$ cat src/verilog/strobe_timer_map.vh
`ifndef STROBE_TIMER_MAP_VH
`define STROBE_TIMER_MAP_VH

// ==========================================================
// register port
`define REG_ADDR_W 4
`define REG_CFG_FIRST 4'h0
`define REG_CFG_SECOND 4'h1
`define REG_STATUS 4'h2
`define REG_LAST_RDATA 4'h3
`define REG_UNMAPPED_VALUE 8'h00

// ==========================================================
// field positions
`define WSETUP_MSB 2
`define WSETUP_LSB 0
`define WPULSE_MSB 5
`define WPULSE_LSB 3
`define WHOLD_LO_MSB 7
`define WHOLD_LO_LSB 6
`define WHOLD_HI_BIT 0
`define RSETUP_MSB 3
`define RSETUP_LSB 1
`define RPULSE_MSB 6
`define RPULSE_LSB 4

// ==========================================================
// reset values: read setup 0, read pulse 2
`define CFG_FIRST_RESET 8'h00
`define CFG_SECOND_RESET 8'h20

// ==========================================================
// fixed timing for selector-steered accesses
`define DIRECT_SETUP 3'h0
`define DIRECT_PULSE 3'h2
`define DIRECT_HOLD 3'h0

// ==========================================================
// status byte bits
`define STAT_BUSY 0
`define STAT_DIRECT 1
`define STAT_WRITE 2

// ==========================================================
// sequencer
`define SPAN_W 5
`define ST_IDLE 1'b0
`define ST_RUN 1'b1
`define SPAN_ONE 5'h01
`define READ_HOLD 3'h0

`endif

$ cat src/verilog/strobe_phase.v
`timescale 1ns/1ps
`include "strobe_timer_map.vh"

// ==========================================================
// active-low strobe: asserts on the falling edge after
// window rises, releases on the rising edge where it falls
module strobe_phase
(
	input wire ref_clk,
	input wire rst,
	input wire window,
	output wire strobe_n
);

	reg late;

	always @(negedge ref_clk or posedge rst)
	begin
		if (rst)
			late <= 1'b0;
		else
			late <= window;
	end

	// gating by window gives the rising-edge release
	assign strobe_n = ~(window & late);

endmodule // strobe_phase

$ cat src/verilog/strobe_config_regs.v
`timescale 1ns/1ps
`include "strobe_timer_map.vh"

// ==========================================================
// configuration and status registers
module strobe_config_regs
(
	input wire ref_clk,
	input wire rst,
	input wire [`REG_ADDR_W-1:0] reg_addr,
	input wire [7:0] reg_wdata,
	input wire reg_wr,
	input wire reg_rd,
	input wire [7:0] status,
	input wire [7:0] last_rdata,
	output reg [7:0] cfg_first,
	output reg [7:0] cfg_second,
	output reg [7:0] reg_rdata
);

	reg [7:0] next_rdata;

	always @*
	begin
		case (reg_addr)
			`REG_CFG_FIRST: next_rdata = cfg_first;
			`REG_CFG_SECOND: next_rdata = cfg_second;
			`REG_STATUS: next_rdata = status;
			`REG_LAST_RDATA: next_rdata = last_rdata;
			default: next_rdata = `REG_UNMAPPED_VALUE;
		endcase
	end

	always @(posedge ref_clk or posedge rst)
	begin
		if (rst)
		begin
			cfg_first <= `CFG_FIRST_RESET;
			cfg_second <= `CFG_SECOND_RESET;
			reg_rdata <= `REG_UNMAPPED_VALUE;
		end
		else
		begin
			if (reg_wr && reg_addr == `REG_CFG_FIRST)
				cfg_first <= reg_wdata;
			if (reg_wr && reg_addr == `REG_CFG_SECOND)
				cfg_second <= reg_wdata;
			// read data valid only the cycle after the strobe
			if (reg_rd)
				reg_rdata <= next_rdata;
			else
				reg_rdata <= `REG_UNMAPPED_VALUE;
		end
	end

endmodule // strobe_config_regs

$ cat src/verilog/external_memory_strobe_timer.v
// Design decisions made here: the register addresses and the strobed register port.
`timescale 1ns/1ps
`include "strobe_timer_map.vh"

module external_memory_strobe_timer
(
	input wire ref_clk,
	input wire rst,
	input wire [`REG_ADDR_W-1:0] reg_addr,
	input wire [7:0] reg_wdata,
	input wire reg_wr,
	input wire reg_rd,
	output wire [7:0] reg_rdata,
	input wire req_valid,
	input wire req_write,
	input wire req_direct,
	input wire [15:0] req_addr,
	input wire [7:0] req_wdata,
	output reg req_ready,
	output reg done,
	output reg [7:0] rd_data,
	output reg [15:0] mem_addr,
	output reg mem_ce_n,
	output wire mem_oe_n,
	output wire mem_we_n,
	output reg [7:0] mem_dout,
	output reg mem_doe,
	input wire [7:0] mem_din
);

	// ==========================================================
	// state
	reg state;
	reg [`SPAN_W-1:0] elapsed;
	reg [`SPAN_W-1:0] span;
	reg [2:0] setup;
	reg [2:0] pulse;
	reg is_write;
	reg is_direct;
	reg oe_win;
	reg we_win;
	reg next_state;
	reg [`SPAN_W-1:0] next_elapsed;
	reg [`SPAN_W-1:0] next_span;
	reg [2:0] next_setup;
	reg [2:0] next_pulse;
	reg next_is_write;
	reg next_is_direct;
	reg next_ready;
	reg next_done;
	reg [7:0] next_rd_data;
	reg [15:0] next_addr;
	reg next_ce_n;
	reg [7:0] next_dout;
	reg next_doe;
	reg next_in_win;
	reg [2:0] pick_setup;
	reg [2:0] pick_pulse;
	reg [2:0] pick_hold;
	wire [7:0] cfg_first;
	wire [7:0] cfg_second;
	wire [7:0] status;
	wire [2:0] rsetup;
	wire [2:0] rpulse;
	wire [2:0] wsetup;
	wire [2:0] wpulse;
	wire [2:0] whold;
	wire [`SPAN_W-1:0] win_end;
	wire [`SPAN_W-1:0] span_setup;
	wire [`SPAN_W-1:0] span_pulse;
	wire [`SPAN_W-1:0] span_hold;

	// ==========================================================
	// configuration fields
	assign rsetup = cfg_second[`RSETUP_MSB:`RSETUP_LSB];
	assign rpulse = cfg_second[`RPULSE_MSB:`RPULSE_LSB];
	assign wsetup = cfg_first[`WSETUP_MSB:`WSETUP_LSB];
	assign wpulse = cfg_first[`WPULSE_MSB:`WPULSE_LSB];
	assign whold = {cfg_second[`WHOLD_HI_BIT],
		cfg_first[`WHOLD_LO_MSB:`WHOLD_LO_LSB]};

	// busy is the inverse of ready
	assign status = {5'h00, is_write, is_direct, ~req_ready};

	strobe_config_regs regs
	(
		.ref_clk(ref_clk),
		.rst(rst),
		.reg_addr(reg_addr),
		.reg_wdata(reg_wdata),
		.reg_wr(reg_wr),
		.reg_rd(reg_rd),
		.status(status),
		.last_rdata(rd_data),
		.cfg_first(cfg_first),
		.cfg_second(cfg_second),
		.reg_rdata(reg_rdata)
	);

	// ==========================================================
	// field choice per access
	// fields are latched when the access is taken; a config
	// write during an access only shapes the next one
	always @*
	begin
		if (req_direct)
		begin
			// selectors bring their own handshake timing
			pick_setup = `DIRECT_SETUP;
			pick_pulse = `DIRECT_PULSE;
			pick_hold = `DIRECT_HOLD;
		end
		else if (req_write)
		begin
			pick_setup = wsetup;
			pick_pulse = wpulse;
			pick_hold = whold;
		end
		else
		begin
			pick_setup = rsetup;
			pick_pulse = rpulse;
			pick_hold = `READ_HOLD; // read ends with output-enable
		end
	end

	// ==========================================================
	// widened picks for the span sum
	assign span_setup = {{(`SPAN_W-3){1'b0}}, pick_setup};
	assign span_pulse = {{(`SPAN_W-3){1'b0}}, pick_pulse};
	assign span_hold = {{(`SPAN_W-3){1'b0}}, pick_hold};

	// ==========================================================
	// sequencer
	// requests seen while busy are dropped, not queued, so the
	// requester holds req_valid until req_ready comes back
	always @*
	begin
		next_state = state;
		next_elapsed = elapsed;
		next_span = span;
		next_setup = setup;
		next_pulse = pulse;
		next_is_write = is_write;
		next_is_direct = is_direct;
		next_ready = req_ready;
		next_done = 1'b0;
		next_rd_data = rd_data;
		next_addr = mem_addr;
		next_ce_n = mem_ce_n;
		next_dout = mem_dout;
		next_doe = mem_doe;
		case (state)
			`ST_IDLE:
			begin
				if (req_valid)
				begin
					next_state = `ST_RUN;
					next_elapsed = {`SPAN_W{1'b0}};
					next_setup = pick_setup;
					next_pulse = pick_pulse;
					// chip-enable spans setup, pulse, hold and one
					next_span = span_setup + span_pulse + span_hold
						+ `SPAN_ONE;
					next_is_write = req_write;
					next_is_direct = req_direct;
					next_ready = 1'b0;
					next_addr = req_addr;
					next_ce_n = 1'b0;
					next_dout = req_wdata;
					next_doe = req_write;
				end
			end
			`ST_RUN:
			begin
				if (elapsed + `SPAN_ONE == span)
				begin
					next_state = `ST_IDLE;
					next_ce_n = 1'b1;
					next_doe = 1'b0;
					next_ready = 1'b1;
					next_done = 1'b1;
					// sampled on the edge that releases output-enable
					if (!is_write)
						next_rd_data = mem_din;
				end
				else
					next_elapsed = elapsed + `SPAN_ONE;
			end
			default:
			begin
				next_state = `ST_IDLE;
				next_ce_n = 1'b1;
				next_doe = 1'b0;
				next_ready = 1'b1;
			end
		endcase
	end

	// ==========================================================
	// strobe windows, counted from the chip-enable edge
	// window spans elapsed setup to setup+pulse; strobe_phase
	// trims its first half cycle
	assign win_end = {2'b00, next_setup} + {2'b00, next_pulse} + `SPAN_ONE;

	always @*
	begin
		next_in_win = (next_state == `ST_RUN)
			&& (next_elapsed >= {2'b00, next_setup})
			&& (next_elapsed < win_end);
	end

	// ==========================================================
	// sequencer registers
	always @(posedge ref_clk or posedge rst)
	begin
		if (rst)
		begin
			state <= `ST_IDLE;
			elapsed <= {`SPAN_W{1'b0}};
			span <= {`SPAN_W{1'b0}};
			setup <= 3'h0;
			pulse <= 3'h0;
			is_write <= 1'b0;
			is_direct <= 1'b0;
		end
		else
		begin
			state <= next_state;
			elapsed <= next_elapsed;
			span <= next_span;
			setup <= next_setup;
			pulse <= next_pulse;
			is_write <= next_is_write;
			is_direct <= next_is_direct;
		end
	end

	// ==========================================================
	// pin and handshake registers
	// address and data only move when a new access is taken
	always @(posedge ref_clk or posedge rst)
	begin
		if (rst)
		begin
			oe_win <= 1'b0;
			we_win <= 1'b0;
			req_ready <= 1'b1;
			done <= 1'b0;
			rd_data <= 8'h00;
			mem_addr <= 16'h0000;
			mem_ce_n <= 1'b1;
			mem_dout <= 8'h00;
			mem_doe <= 1'b0;
		end
		else
		begin
			oe_win <= next_in_win & ~next_is_write;
			we_win <= next_in_win & next_is_write;
			req_ready <= next_ready;
			done <= next_done;
			rd_data <= next_rd_data;
			mem_addr <= next_addr;
			mem_ce_n <= next_ce_n;
			mem_dout <= next_dout;
			mem_doe <= next_doe;
		end
	end

	// ==========================================================
	// half-cycle strobes
	// each strobe is the AND of a rising-edge window and its
	// falling-edge copy; a single flop cannot give the half cycle
	strobe_phase oe_strobe
	(
		.ref_clk(ref_clk),
		.rst(rst),
		.window(oe_win),
		.strobe_n(mem_oe_n)
	);

	strobe_phase we_strobe
	(
		.ref_clk(ref_clk),
		.rst(rst),
		.window(we_win),
		.strobe_n(mem_we_n)
	);

endmodule // external_memory_strobe_timer

$ cat config.mk
export PLATFORM = sky130hd
export DESIGN_NAME = external_memory_strobe_timer
export DESIGN_NICKNAME = d
export VERILOG_FILES = /design/src/verilog/strobe_phase.v /design/src/verilog/strobe_config_regs.v /design/src/verilog/external_memory_strobe_timer.v
export VERILOG_INCLUDE_DIRS = /design/src /design/src/verilog
export SDC_FILE = /design/constraint.sdc
export NUM_CORES = 1
export LEC_CHECK = 0
export ABC_AREA = 1
export BUFFER_PORTS_ARGS = -buffer_cell sky130_fd_sc_hd__buf_2
export CORE_ASPECT_RATIO = 1.25
export CORE_MARGIN = 8
export CORE_UTILIZATION = 48
export CTS_BUF_LIST = sky130_fd_sc_hd__clkbuf_16
export DETAILED_ROUTE_END_ITERATION = 8
export HOLD_SLACK_MARGIN = 0.02
export PLACE_DENSITY = 0.73
export SETUP_SLACK_MARGIN = 0.15
export SLEW_MARGIN = 20
export SYNTH_ARGS = -nofsm -noshare
export SYNTH_HDL_FRONTEND = slang
export SYNTH_SLANG_ARGS = --single-unit
export TNS_END_PERCENT = 100
$ cat constraint.sdc
create_clock -name ref_clk -period 3 [get_ports ref_clk]
set_input_delay 0 -clock ref_clk [delete_from_list [all_inputs] [get_ports ref_clk]]
set_output_delay 0 -clock ref_clk [all_outputs]
set_load 0.01 [all_outputs]
==> metrics.md, run 1 <==
| Metric | Value |
|---|---|
| I/O Pins | `97` |
| Async SR Flop Fraction | `1.00` |
| Register area | `between 2000 and 2500 um2` |
| Setup Crit Path Kind | `flip-flop to flip-flop` |
| Tmin final | `2.60 ns` |
| Yosys Warn Count | `0` |
| Critical Path Start Type | `flip-flop` |
| Worst Max-Slew Pin Slew | `0.945 ns` |
| Area of the multi-input gates | `between 1500 and 2000 um2` |
| Area grow syn2layout | `34.5%` |
| Total Wirelength | `roughly 11,000 um` |
| Post-synth EDFFs | `0` |
| Core ar. | `approximately 8200 um2` |
| Commonest non-fill, non-tap cell in the layout | `nand2_1` |
| Max VDD drop | `between 300 and 400 uV` |
| Initial DRT Pass Iterations | `4` |
| Max Cap Viol | `0` |
| Total CTS buffers | `9` |
| Chip height | `between 100 and 150 um` |
| R2r worst-path depth | `21` |
| Tot GR Track Use | `0.192` |
| Crit. End Element | `flip-flop` |
| DRT iter0 DRCs | `a little under 200` |
| Clock-pin slew of the registers on the worst-case setup and hold paths | `around 0.060 ns` |
| Highest metal used | `met4` |
| Gr ovfl total | `0` |
| Initial antenna violation count | `1` |
| Worst-skew pair later-pin latency | `approximately 0.34 ns` |
| Achievable clock frequency | `0.384 GHz` |
| Layout Nets | `between 600 and 700` |
| First-pass GRT wire length | `between 15,000 and 20,000 um` |
| Port-buffer cells | `between 90 and 100` |
| Starting Density | `0.493` |
| Slew headroom | `0.370` |
| Post-synthesis cell area | `4040 um2` |
| Synth Flop Type | `dfrtp_1` |
| Fillers | `657` |
| Die width | `between 90 and 100 um` |
| CTS H-tree lvls | `3` |
| FF+latch count, synth | `slightly above 80` |
| Most frequent cells in the layout | `nand2_1 (157), buf_2 (96), dfrtp_1 (75)` |
| Non-Filler Instances | `726` |
| Worst R2R Start | `elapsed[0]` |
| Final hold violations | `0` |
| Period utilization | `0.867` |
| Met3 routed WL | `~540 um` |
| Max Fanout on Critical Path | `5` |
| Rows | `37` |
| Unique masters post-synth | `37` |
| Routed length on met1 | `slightly above 4000 um` |
| Via-to-Cell Ratio | `between 5 and 6` |
| Critical path data arrival time | `around 2.8 ns` |
| Flop-to-flop setup slack | `0.40 ns` |
| DP HPWL | `~7900 um` |
| Fraction of layout cells with a size suffix above 1 | `0.253` |
| Clock skew | `0.00577 ns` |
| Worst EP required | `approximately 3.2 ns` |
| Post-Synthesis Cells | `~480` |
| Synthesized area per cell | `8.45 um2` |
| Vias post-DR | `roughly 3,700` |
| Routed wl met2 | `just under 6000 um` |
| Antenna-violating nets left | `0` |
| Crit path from | `elapsed[0]` |
| CTS Buffer Depth | `2` |
| Sequential area share after synthesis | `0.509` |
| Outcome | `finished, final reports clean` |
| R2R Path End | `oe_win` |
| Hold worst-path end | `is_direct` |
| Worst Hold Class | `input port to flip-flop` |
| Hold path cells | `3` |
| Drt drc | `0` |
| WL per Instance | `15.2 um` |
| CTS sink count | `82` |
| Max-slew violations | `0` |
| Die area | `about 12,000 um2` |
| CTS tree | `built` |
| TNS Setup | `0 ns` |
| Mapped Nets | `between 500 and 600` |
| Gpl congestion | `around 0.85` |
| RSZ-0062 raised after global routing | `no` |
| Final setup fails | `0` |
| Number of global-route vias before repair | `3,928` |
| Placed cell count | `~660` |
| Root buffer cell | `clkbuf_16` |
| Leak Pwr | `2.97 nW` |
| HP Start | `req_direct` |
| Pwr dens | `~940 nW/um2` |
| Largest net degree at the start of global routing | `77` |
## cell families (layout without fill, tap and decap cells)
| group | after synthesis | count (layout) | synth area share |
|---|---|---|---|
| fa+ha+maj | 16 | 16 | 0.0570 |
| mux | 5 | 5 | 0.0177 |
| simple gates | 230 | 230 | 0.246 |
| xor+xnor | 1 | 1 | 0.00217 |
| compound gates | 58 | 58 | 0.0852 |
| flops | 82 | 82 | 0.509 |
| other cells | 0 | 1 | 0 |
| buf+inv | 86 | 236 | 0.0827 |
## sequential cells by signal, summed over array words and instances, names as in the netlist
name,cells
done,1
elapsed,5
is_direct,1
is_write,1
mem_addr,16
mem_ce_n,1
mem_doe,1
mem_dout,8
oe_strobe.late,1
oe_win,1
pulse,3
rd_data,8
regs.cfg_first,8
regs.cfg_second,8
regs.reg_rdata,8
setup,3
span,5
state,1
we_strobe.late,1
we_win,1
## how the worst max path moves through the flow
stage / end / cells after the start
after floorplan: oe_win / 14
after global routing: oe_win / 21
after detailed placement: oe_win / 13
after global placement: oe_win / 13
final: oe_win / 21
after CTS: oe_win / 13
## critical path, stage by stage, from the launching register on
cell and delay [ns]:
dfrtp_2 0.45, ha_4 0.29, inv_1 0.04, nand2_1 0.05, nand2_1 0.07, inv_2 0.05, nand2_2 0.06, nor2_4 0.09
nand3_4 0.14, nor2_8 0.16, inv_2 0.05, o22ai_2 0.13, nor2_2 0.08, ha_1 0.27, o21ai_1 0.07, nand2_1 0.08
nor2_1 0.09, nor2_1 0.04, nor2_1 0.10, nor2_1 0.04, nand2_1 0.08, nor2_1 0.05
## Yosys cell counts, types with 3 or more instances
cell type / count / area [um2]
nand2_1: 159 / 597
dfrtp_1: 78 / 1950
inv_1: 71 / 267
o21ai_0: 27 / 135
nor2_1: 26 / 97.6
nand3_1: 23 / 115
ha_1: 12 / 150
a21oi_1: 10 / 50.1
clkbuf_1: 10 / 37.5
nand2_2: 7 / 43.8
nand4_1: 7 / 43.8
o211ai_1: 5 / 37.5
fa_1: 4 / 80.1
mux2_4: 4 / 60.1
o22ai_1: 4 / 25.0
a221oi_1: 3 / 26.3
a22oi_1: 3 / 22.5
## cell type report
cell class,instances,area share
Antenna cell,1,0.000461
Clock buffer,9,0.0415
Clock inverter,7,0.0143
Inverter,73,0.0511
Multi-Input combinational cell,310,0.312
Sequential cell,82,0.379
Tap cell,97,0.0223
Timing Repair Buffer,147,0.179
## through the flow
stage	instance area (um2)	hold WS (ns)	total power [mW]	setup slack (ns)	util
floorplan	4040	0.104	3.17	0.531	-
global placement	4620	-0.0631	3.75	0.337	0.563
detailed placement	4620	-0.0609	3.83	0.289	0.563
CTS	5340	0.0694	4.98	0.276	0.652
global route	5430	0.0705	5.50	0.121	0.663
finish	5430	0.0520	5.12	0.398	0.663
## what timing repair did
item | in CTS | in global routing
endpoints found under the hold margin | 60 | 0
resized for setup | 0 | 16
hold buffers | 42 | 0
endpoints found under the setup margin | 0 | 2
setup buffers | 0 | 5
## per-layer routing
metal / up-vias / GRT usage
li1: 1797 / -
met1: 1727 / 0.198
met2: 106 / 0.344
met3: 40 / 0.0470
met4: 0 / 0.114
met5: - / 0
## report_power, final
group	internal, mW	switching, mW	leakage [nW]
clock network	0.650	0.459	0.146
registers	1.52	0.287	1.02
logic	0.909	1.29	1.80
total	3.08	2.03	2.97
No activity file was read; power rests on OpenSTA's default activity.
==> run 2: changes to the inputs <==
Settings changed: ABC_AREA 1 to default, PLACE_DENSITY 0.73 to 0.72, SYNTH_HIERARCHICAL from default to 1.
==> metrics.md, run 2 <==
| Metric | Value |
|---|---|
| Outcome | `finished, final reports clean` |
| Hold path cells | `3` |
| Leak Pwr | `2.91 nW` |
| Tmin final | `roughly 2.7 ns` |
| WL per Instance | `roughly 17 um` |
| Hold Slack | `about 0.094 ns` |
| I/O Pins | `97` |
| Drt drc | `0` |
| DRT iter0 DRCs | `138` |
| Root buffer cell | `clkbuf_16` |
| Async SR Flop Fraction | `1.00` |
| Vias post-DR | `around 3,400` |
| Via-to-Cell Ratio | `between 5 and 6` |
| Simple-gate share of the synthesized area | `0.169` |
| Pwr dens | `slightly below 1000 nW/um2` |
| Core ar. | `8510 um2` |
| Dominant cells by area after synthesis | `dfrtp_1 (47%), nand2_1 (8.4%), mux2i_1 (5.6%)` |
| CTS H-tree lvls | `3` |
| Max VDD drop | `between 500 and 600 uV` |
| DP HPWL | `7620 um` |
| Crit. End Element | `flip-flop` |
| Net Sw Power | `roughly 2.2 mW` |
| Most common cell in the netlist | `nand2_1` |
| Internal power | `~3.4 mW` |
| Fillers | `655` |
| Post-Synthesis Cells | `396` |
| FF+latch count, synth | `82` |
| Synth Area in Adders | `0.0617` |
| Power share of the clock group | `0.170` |
| Largest area contributor in the netlist | `dfrtp_1` |
| Period utilization | `0.915` |
| Total CTS buffers | `9` |
| Commonest non-fill, non-tap cell in the layout | `buf_2` |
| Final Power | `between 5 and 6 mW` |
| Die area | `roughly 12,000 um2` |
| Worst Max-Slew Pin Slew | `between 0.8 and 0.9 ns` |
| Clock-pin slew of the registers on the worst-case setup and hold paths | `~0.060 ns` |
| Hold worst-path end | `regs/reg_rdata[2]` |
| Flop-to-flop setup slack | `roughly 0.26 ns` |
| Antenna-violating nets left | `0` |
| Achievable clock frequency | `around 0.36 GHz` |
| Synth cell count leaders | `nand2_1 (93), dfrtp_1 (78), inv_1 (23), mux2i_1 (23), mux2_2 (16)` |
| Synthesized area per cell | `about 10 um2` |
| Synth Flop Type | `dfrtp_1` |
| Initial DRT Pass Iterations | `4` |
| Biggest register | `mem_addr` |
| Worst Hold Class | `input port to flip-flop` |
| CTS sink count | `82` |
| Chip height | `around 120 um` |
| Rows | `38` |
| Combinational share of power | `0.502` |
| Non-Filler Instances | `approximately 650` |
| Fraction of layout cells with a size suffix above 1 | `0.326` |
| Final hold violations | `0` |
| Worst EP required | `roughly 3.2 ns` |
| Unique masters post-synth | `51` |
| Most frequent cells in the layout | `buf_2 (96), nand2_1 (93), dfrtp_1 (75)` |
| Setup Crit Path Kind | `flip-flop to flip-flop` |
| Sequential area share after synthesis | `0.496` |
| Synth top area share | `0.471` |
| Post-synth EDFFs | `0` |
| Post-synthesis cell area | `around 4100 um2` |
| Net Sw Frac | `0.388` |
| CTS Buffer Depth | `2` |
| Total Wirelength | `between 10,000 and 15,000 um` |
| R2r worst-path depth | `9` |
| Initial antenna violation count | `0` |
| Die width | `99.1 um` |
| Gpl congestion | `between 0.8 and 0.9` |
| Tot GR Track Use | `0.186` |
| Critical Path Start Type | `flip-flop` |
| Worst R2R Start | `elapsed[2]` |
| Proportion of synthesized area in mux cells | `0.121` |
| Port-buffer cells | `between 90 and 100` |
| First-pass GRT wire length | `around 17,000 um` |
| Starting Density | `0.486` |
| Max Cap Viol | `0` |
| Final setup fails | `0` |
| Compound-Gate Fraction of Synth Area | `0.0689` |
| TNS Setup | `0 ns` |
| R2R Path End | `oe_win` |
| Gr ovfl total | `0` |
| Max-slew violations | `0` |
| Area of the multi-input gates | `around 2100 um2` |
| Largest family of logic cells by synthesized area | `simple AND/OR/NAND/NOR gates` |
| Synth Area in XOR/XNOR | `0.0384` |
| Critical path data arrival time | `a little under 3 ns` |
| Seq pwr share | `0.328` |
| RSZ-0062 raised after global routing | `yes` |
| CTS tree | `built` |
| Largest net degree at the start of global routing | `40` |
| HP Start | `reg_addr[3]` |
| Worst-skew pair later-pin latency | `0.33 ns` |
| Number of flip-flops under the largest register name | `16` |
| Yosys Warn Count | `6` |
| Area grow syn2layout | `36.4%` |
| Placed cell count | `roughly 590` |
| Diode count | `0` |
| Clock skew | `0.00805 ns` |
| Register area | `2060 um2` |
| Max Fanout on Critical Path | `7` |
| Number of global-route vias before repair | `between 3,000 and 4,000` |
| Slew headroom | `0.410` |
| Layout Nets | `between 600 and 700` |
run 2: cell types whose count changed after synthesis, sizes merged, moves of 15 or more:
| cell | change |
|---|---|
| mux2 | +19 |
| inv | -50 |
| mux2i | +23 |
| o21ai | -17 |
| nand2 | -74 |
| nand3 | -17 |
| nor2 | -15 |
run 2: final cells by class:
class	count	share of cell area
clock buffer	9	0.0399
clock inverter	5	0.00443
inverter	23	0.0153
multi-input combinational	276	0.369
sequential	82	0.365
tap	100	0.0222
timing repair buffer	157	0.185
run 2: cells by family after synthesis:
| family | count (synthesis) |
|---|---|
| AO/OA/AOI/OAI | 45 |
| XOR/XNOR | 14 |
| adder cells (fa/ha/maj) | 18 |
| buffers and inverters | 42 |
| flip-flops | 82 |
| multiplexers | 47 |
| other | 1 |
| AND/OR/NAND/NOR | 147 |
run 2: worst max path at each step:
stage / start / to / slack (ns) / cells after the start
4_1_cts: elapsed[3] / oe_win / 0.16 / 11
3_5_place_dp: elapsed[1] / oe_win / 0.09 / 11
2_1_floorplan: state / oe_win / 0.16 / 12
6_report: elapsed[2] / oe_win / 0.26 / 9
3_3_place_gp: state / oe_win / 0.27 / 10
5_1_grt: elapsed[2] / oe_win / 0.08 / 9
run 2: power by group through the flow:
stage	clock [mW]	combinational [mW]	sequential [mW]
floorplan	0	1.46	1.86
global placement	0	2.13	1.80
detailed placement	0	2.22	1.82
CTS	0.965	2.32	1.79
global route	1.02	3.06	1.87
finish	0.943	2.78	1.82
run 2: metrics by stage:
step                       util  instance area [um2]  setup slack [ns]
after floorplan               -                 4170             0.161
after global placement    0.557                 4740             0.273
after detailed placement  0.557                 4740            0.0923
after CTS                 0.639                 5440             0.156
after global routing      0.663                 5650            0.0763
final                     0.663                 5650             0.256
run 2: critical path, stage by stage, from the launching register on:
cell      delay, ns
dfrtp_2        0.47
xnor3_1        0.40
and3_4         0.19
a31oi_2        0.20
xor2_1         0.09
a22o_1         0.23
ha_1           0.34
a211oi_2       0.25
a41oi_2        0.19
nor4_2         0.30
run 2: repair_timing:
action,4_1_cts,5_1_grt
pin swaps,2,13
setup buffers,2,7
endpoints found under the hold margin,109,0
endpoints found under the setup margin,2,2
hold buffers,42,0
resized for setup,2,29
run 2: routing by layer:
metal	global-route usage	share of wire	up-vias
li1	-	-	1632
met4	0.0854	0.028	0
met3	0.0446	0.051	23
met2	0.323	0.52	93
met1	0.210	0.40	1658
met5	0	0	-
==> run 3: changes to the inputs <==
Settings changed: PLACE_DENSITY 0.72 to default, PLACE_DENSITY_LB_ADDON from default to 0.3.
==> metrics.md, run 3 (synthesis gave the netlist of run 2 again) <==
| Metric | Value |
|---|---|
| Tot GR Track Use | `0.185` |
| GR peak layer | `met2` |
| Layout Nets | `just over 600` |
| CTS H-tree lvls | `3` |
| Slew headroom | `0.389` |
| Drt drc | `0` |
| Seq pwr share | `0.330` |
| Max VDD drop | `about 450 uV` |
| Placed Area | `around 4700 um2` |
| Vias post-DR | `approximately 3,400` |
| DP HPWL | `between 7000 and 8000 um` |
| Critical path data arrival time | `approximately 3.0 ns` |
| Leak Pwr | `slightly below 3 nW` |
| Tmin final | `2.76 ns` |
| Placed cell count | `between 500 and 600` |
| Achievable clock frequency | `around 0.36 GHz` |
| Most frequent cells in the layout | `buf_2 (96), nand2_1 (93), dfrtp_1 (77)` |
| First-pass GRT wire length | `around 17,000 um` |
| Final Power | `about 5.5 mW` |
| Core ar. | `8510 um2` |
| Biggest register | `mem_addr` |
| Largest net degree at the start of global routing | `36` |
| I/O Pins | `97` |
| RSZ-0062 raised after global routing | `no` |
| Net Sw Power | `roughly 2.1 mW` |
| Setup Crit Path Kind | `flip-flop to flip-flop` |
| Area grow syn2layout | `35.5%` |
| Gr ovfl total | `0` |
| CTS Buffer Depth | `2` |
| Internal power | `~3.3 mW` |
| Grt met3 use | `0.0452` |
| Worst Max-Slew Pin Slew | `about 0.9 ns` |
| Die width | `just under 100 um` |
| Clock skew | `slightly below 0.006 ns` |
| Rows | `38` |
| Worst-skew pair later-pin latency | `0.34 ns` |
| Number of flip-flops under the largest register name | `16` |
| Fraction of layout cells with a size suffix above 1 | `0.319` |
| Pwr dens | `976 nW/um2` |
| Root buffer cell | `clkbuf_16` |
| Crit. End Element | `flip-flop` |
| Initial antenna violation count | `0` |
| Clock-pin slew of the registers on the worst-case setup and hold paths | `0.06 ns` |
| CTS tree | `built` |
| DRT iter0 DRCs | `120` |
| Via-to-Cell Ratio | `slightly above 5` |
| Power share of the clock group | `0.178` |
| Total Wirelength | `around 11,000 um` |
| Net Sw Frac | `0.389` |
| Outcome | `finished, final reports clean` |
| Initial DRT Pass Iterations | `4` |
| CTS sink count | `82` |
| Antenna-violating nets left | `0` |
| Max Cap Viol | `0` |
| Number of global-route vias before repair | `3,579` |
| Gpl congestion | `approximately 0.90` |
| Met2 Use GR | `0.322` |
| Die area | `roughly 12,000 um2` |
| Non-Filler Instances | `between 600 and 700` |
| Final hold violations | `0` |
| Design Area, Final | `about 5600 um2` |
| Final setup fails | `0` |
| Fillers | `between 600 and 700` |
| Starting Density | `0.486` |
| Worst EP required | `approximately 3.2 ns` |
| Max-slew violations | `0` |
| Chip height | `120 um` |
| WL per Instance | `~17 um` |
| Combinational share of power | `0.491` |
| Max Fanout on Critical Path | `7` |
| Period utilization | `0.920` |
| TNS Setup | `0 ns` |
| Met1 GRT Util | `0.199` |
| Commonest non-fill, non-tap cell in the layout | `buf_2` |
| Worst Hold Class | `input port to flip-flop` |
| Port-buffer cells | `96` |
| Critical Path Start Type | `flip-flop` |
| Total CTS buffers | `9` |
==> run 3: cell types whose count changed in the layout (fill, tap and decap cells not counted), sizes merged <==
cell      before  now
buf          115  113
clkinvlp       1    3
diode          0    2
==> run 3: power by group through the flow <==
stage	clock [mW]	sequential, mW	combinational, mW
2_1_floorplan	0	1.86	1.46
3_3_place_gp	0	1.80	2.14
3_5_place_dp	0	1.81	2.21
4_1_cts	1.00	1.79	2.27
5_1_grt	1.04	1.86	2.96
6_report	0.977	1.81	2.69
==> run 3: stage by stage <==
step            util  hold WS [ns]  worst slack, ns
4_1_cts        0.637        0.0317            0.153
3_3_place_gp   0.557         0.184            0.271
6_report       0.659        0.0619            0.241
5_1_grt        0.658        0.0823            0.121
3_5_place_dp   0.557         0.190            0.135
2_1_floorplan      -        0.0139            0.161
==> run 3: metal layers <==
layer,share of wire,vias to the layer above,wire (um)
met5,0,-,0
met1,0.39,1630,4240
met3,0.049,27,531
met4,0.031,0,341
li1,-,1623,-
met2,0.53,102,5760
==> run 3: worst max-delay path, stage by stage (launching register included) <==
cell and delay, ns:
dfrtp_2 0.47, xnor3_1 0.38, and3_4 0.18, a31oi_1 0.19, xor2_1 0.19, a22o_1 0.25
ha_1 0.29, a211oi_2 0.27, a41oi_2 0.17, nor4_1 0.28
==> run 3: final timing paths <==
path,start,endpoint,slack (ns),depth (start not counted)
max,elapsed[2],we_win,0.24,9
min,reg_addr[2],regs/reg_rdata[7],0.06,3
max reg2reg,elapsed[2],we_win,0.24,9
min reg2reg,mem_dout[2],mem_dout[2],0.47,2
max in group asynchronous,rst,we_strobe/late,1.41,3
min in group asynchronous,rst,setup[2],0.35,3
==> run 3: timing repair <==
action,4_1_cts,5_1_grt
hold buffers,42,0
pin swaps,0,14
endpoints found under the hold margin,104,0
endpoints found under the setup margin,2,2
gates resized for setup,1,26
buffers inserted,0,8
==> run 3: final cells by class <==
type                    count  area (um2)  area share
flip-flops and latches     82        2060       0.366
multi-input cells         276        2050       0.365
repair buffers            155        1030       0.183
clock buffers               9         225      0.0402
well taps                 100         125      0.0223
inverters                  23        86.3      0.0154
clock inverters             7        37.5     0.00669
diodes                      2        5.00    0.000892
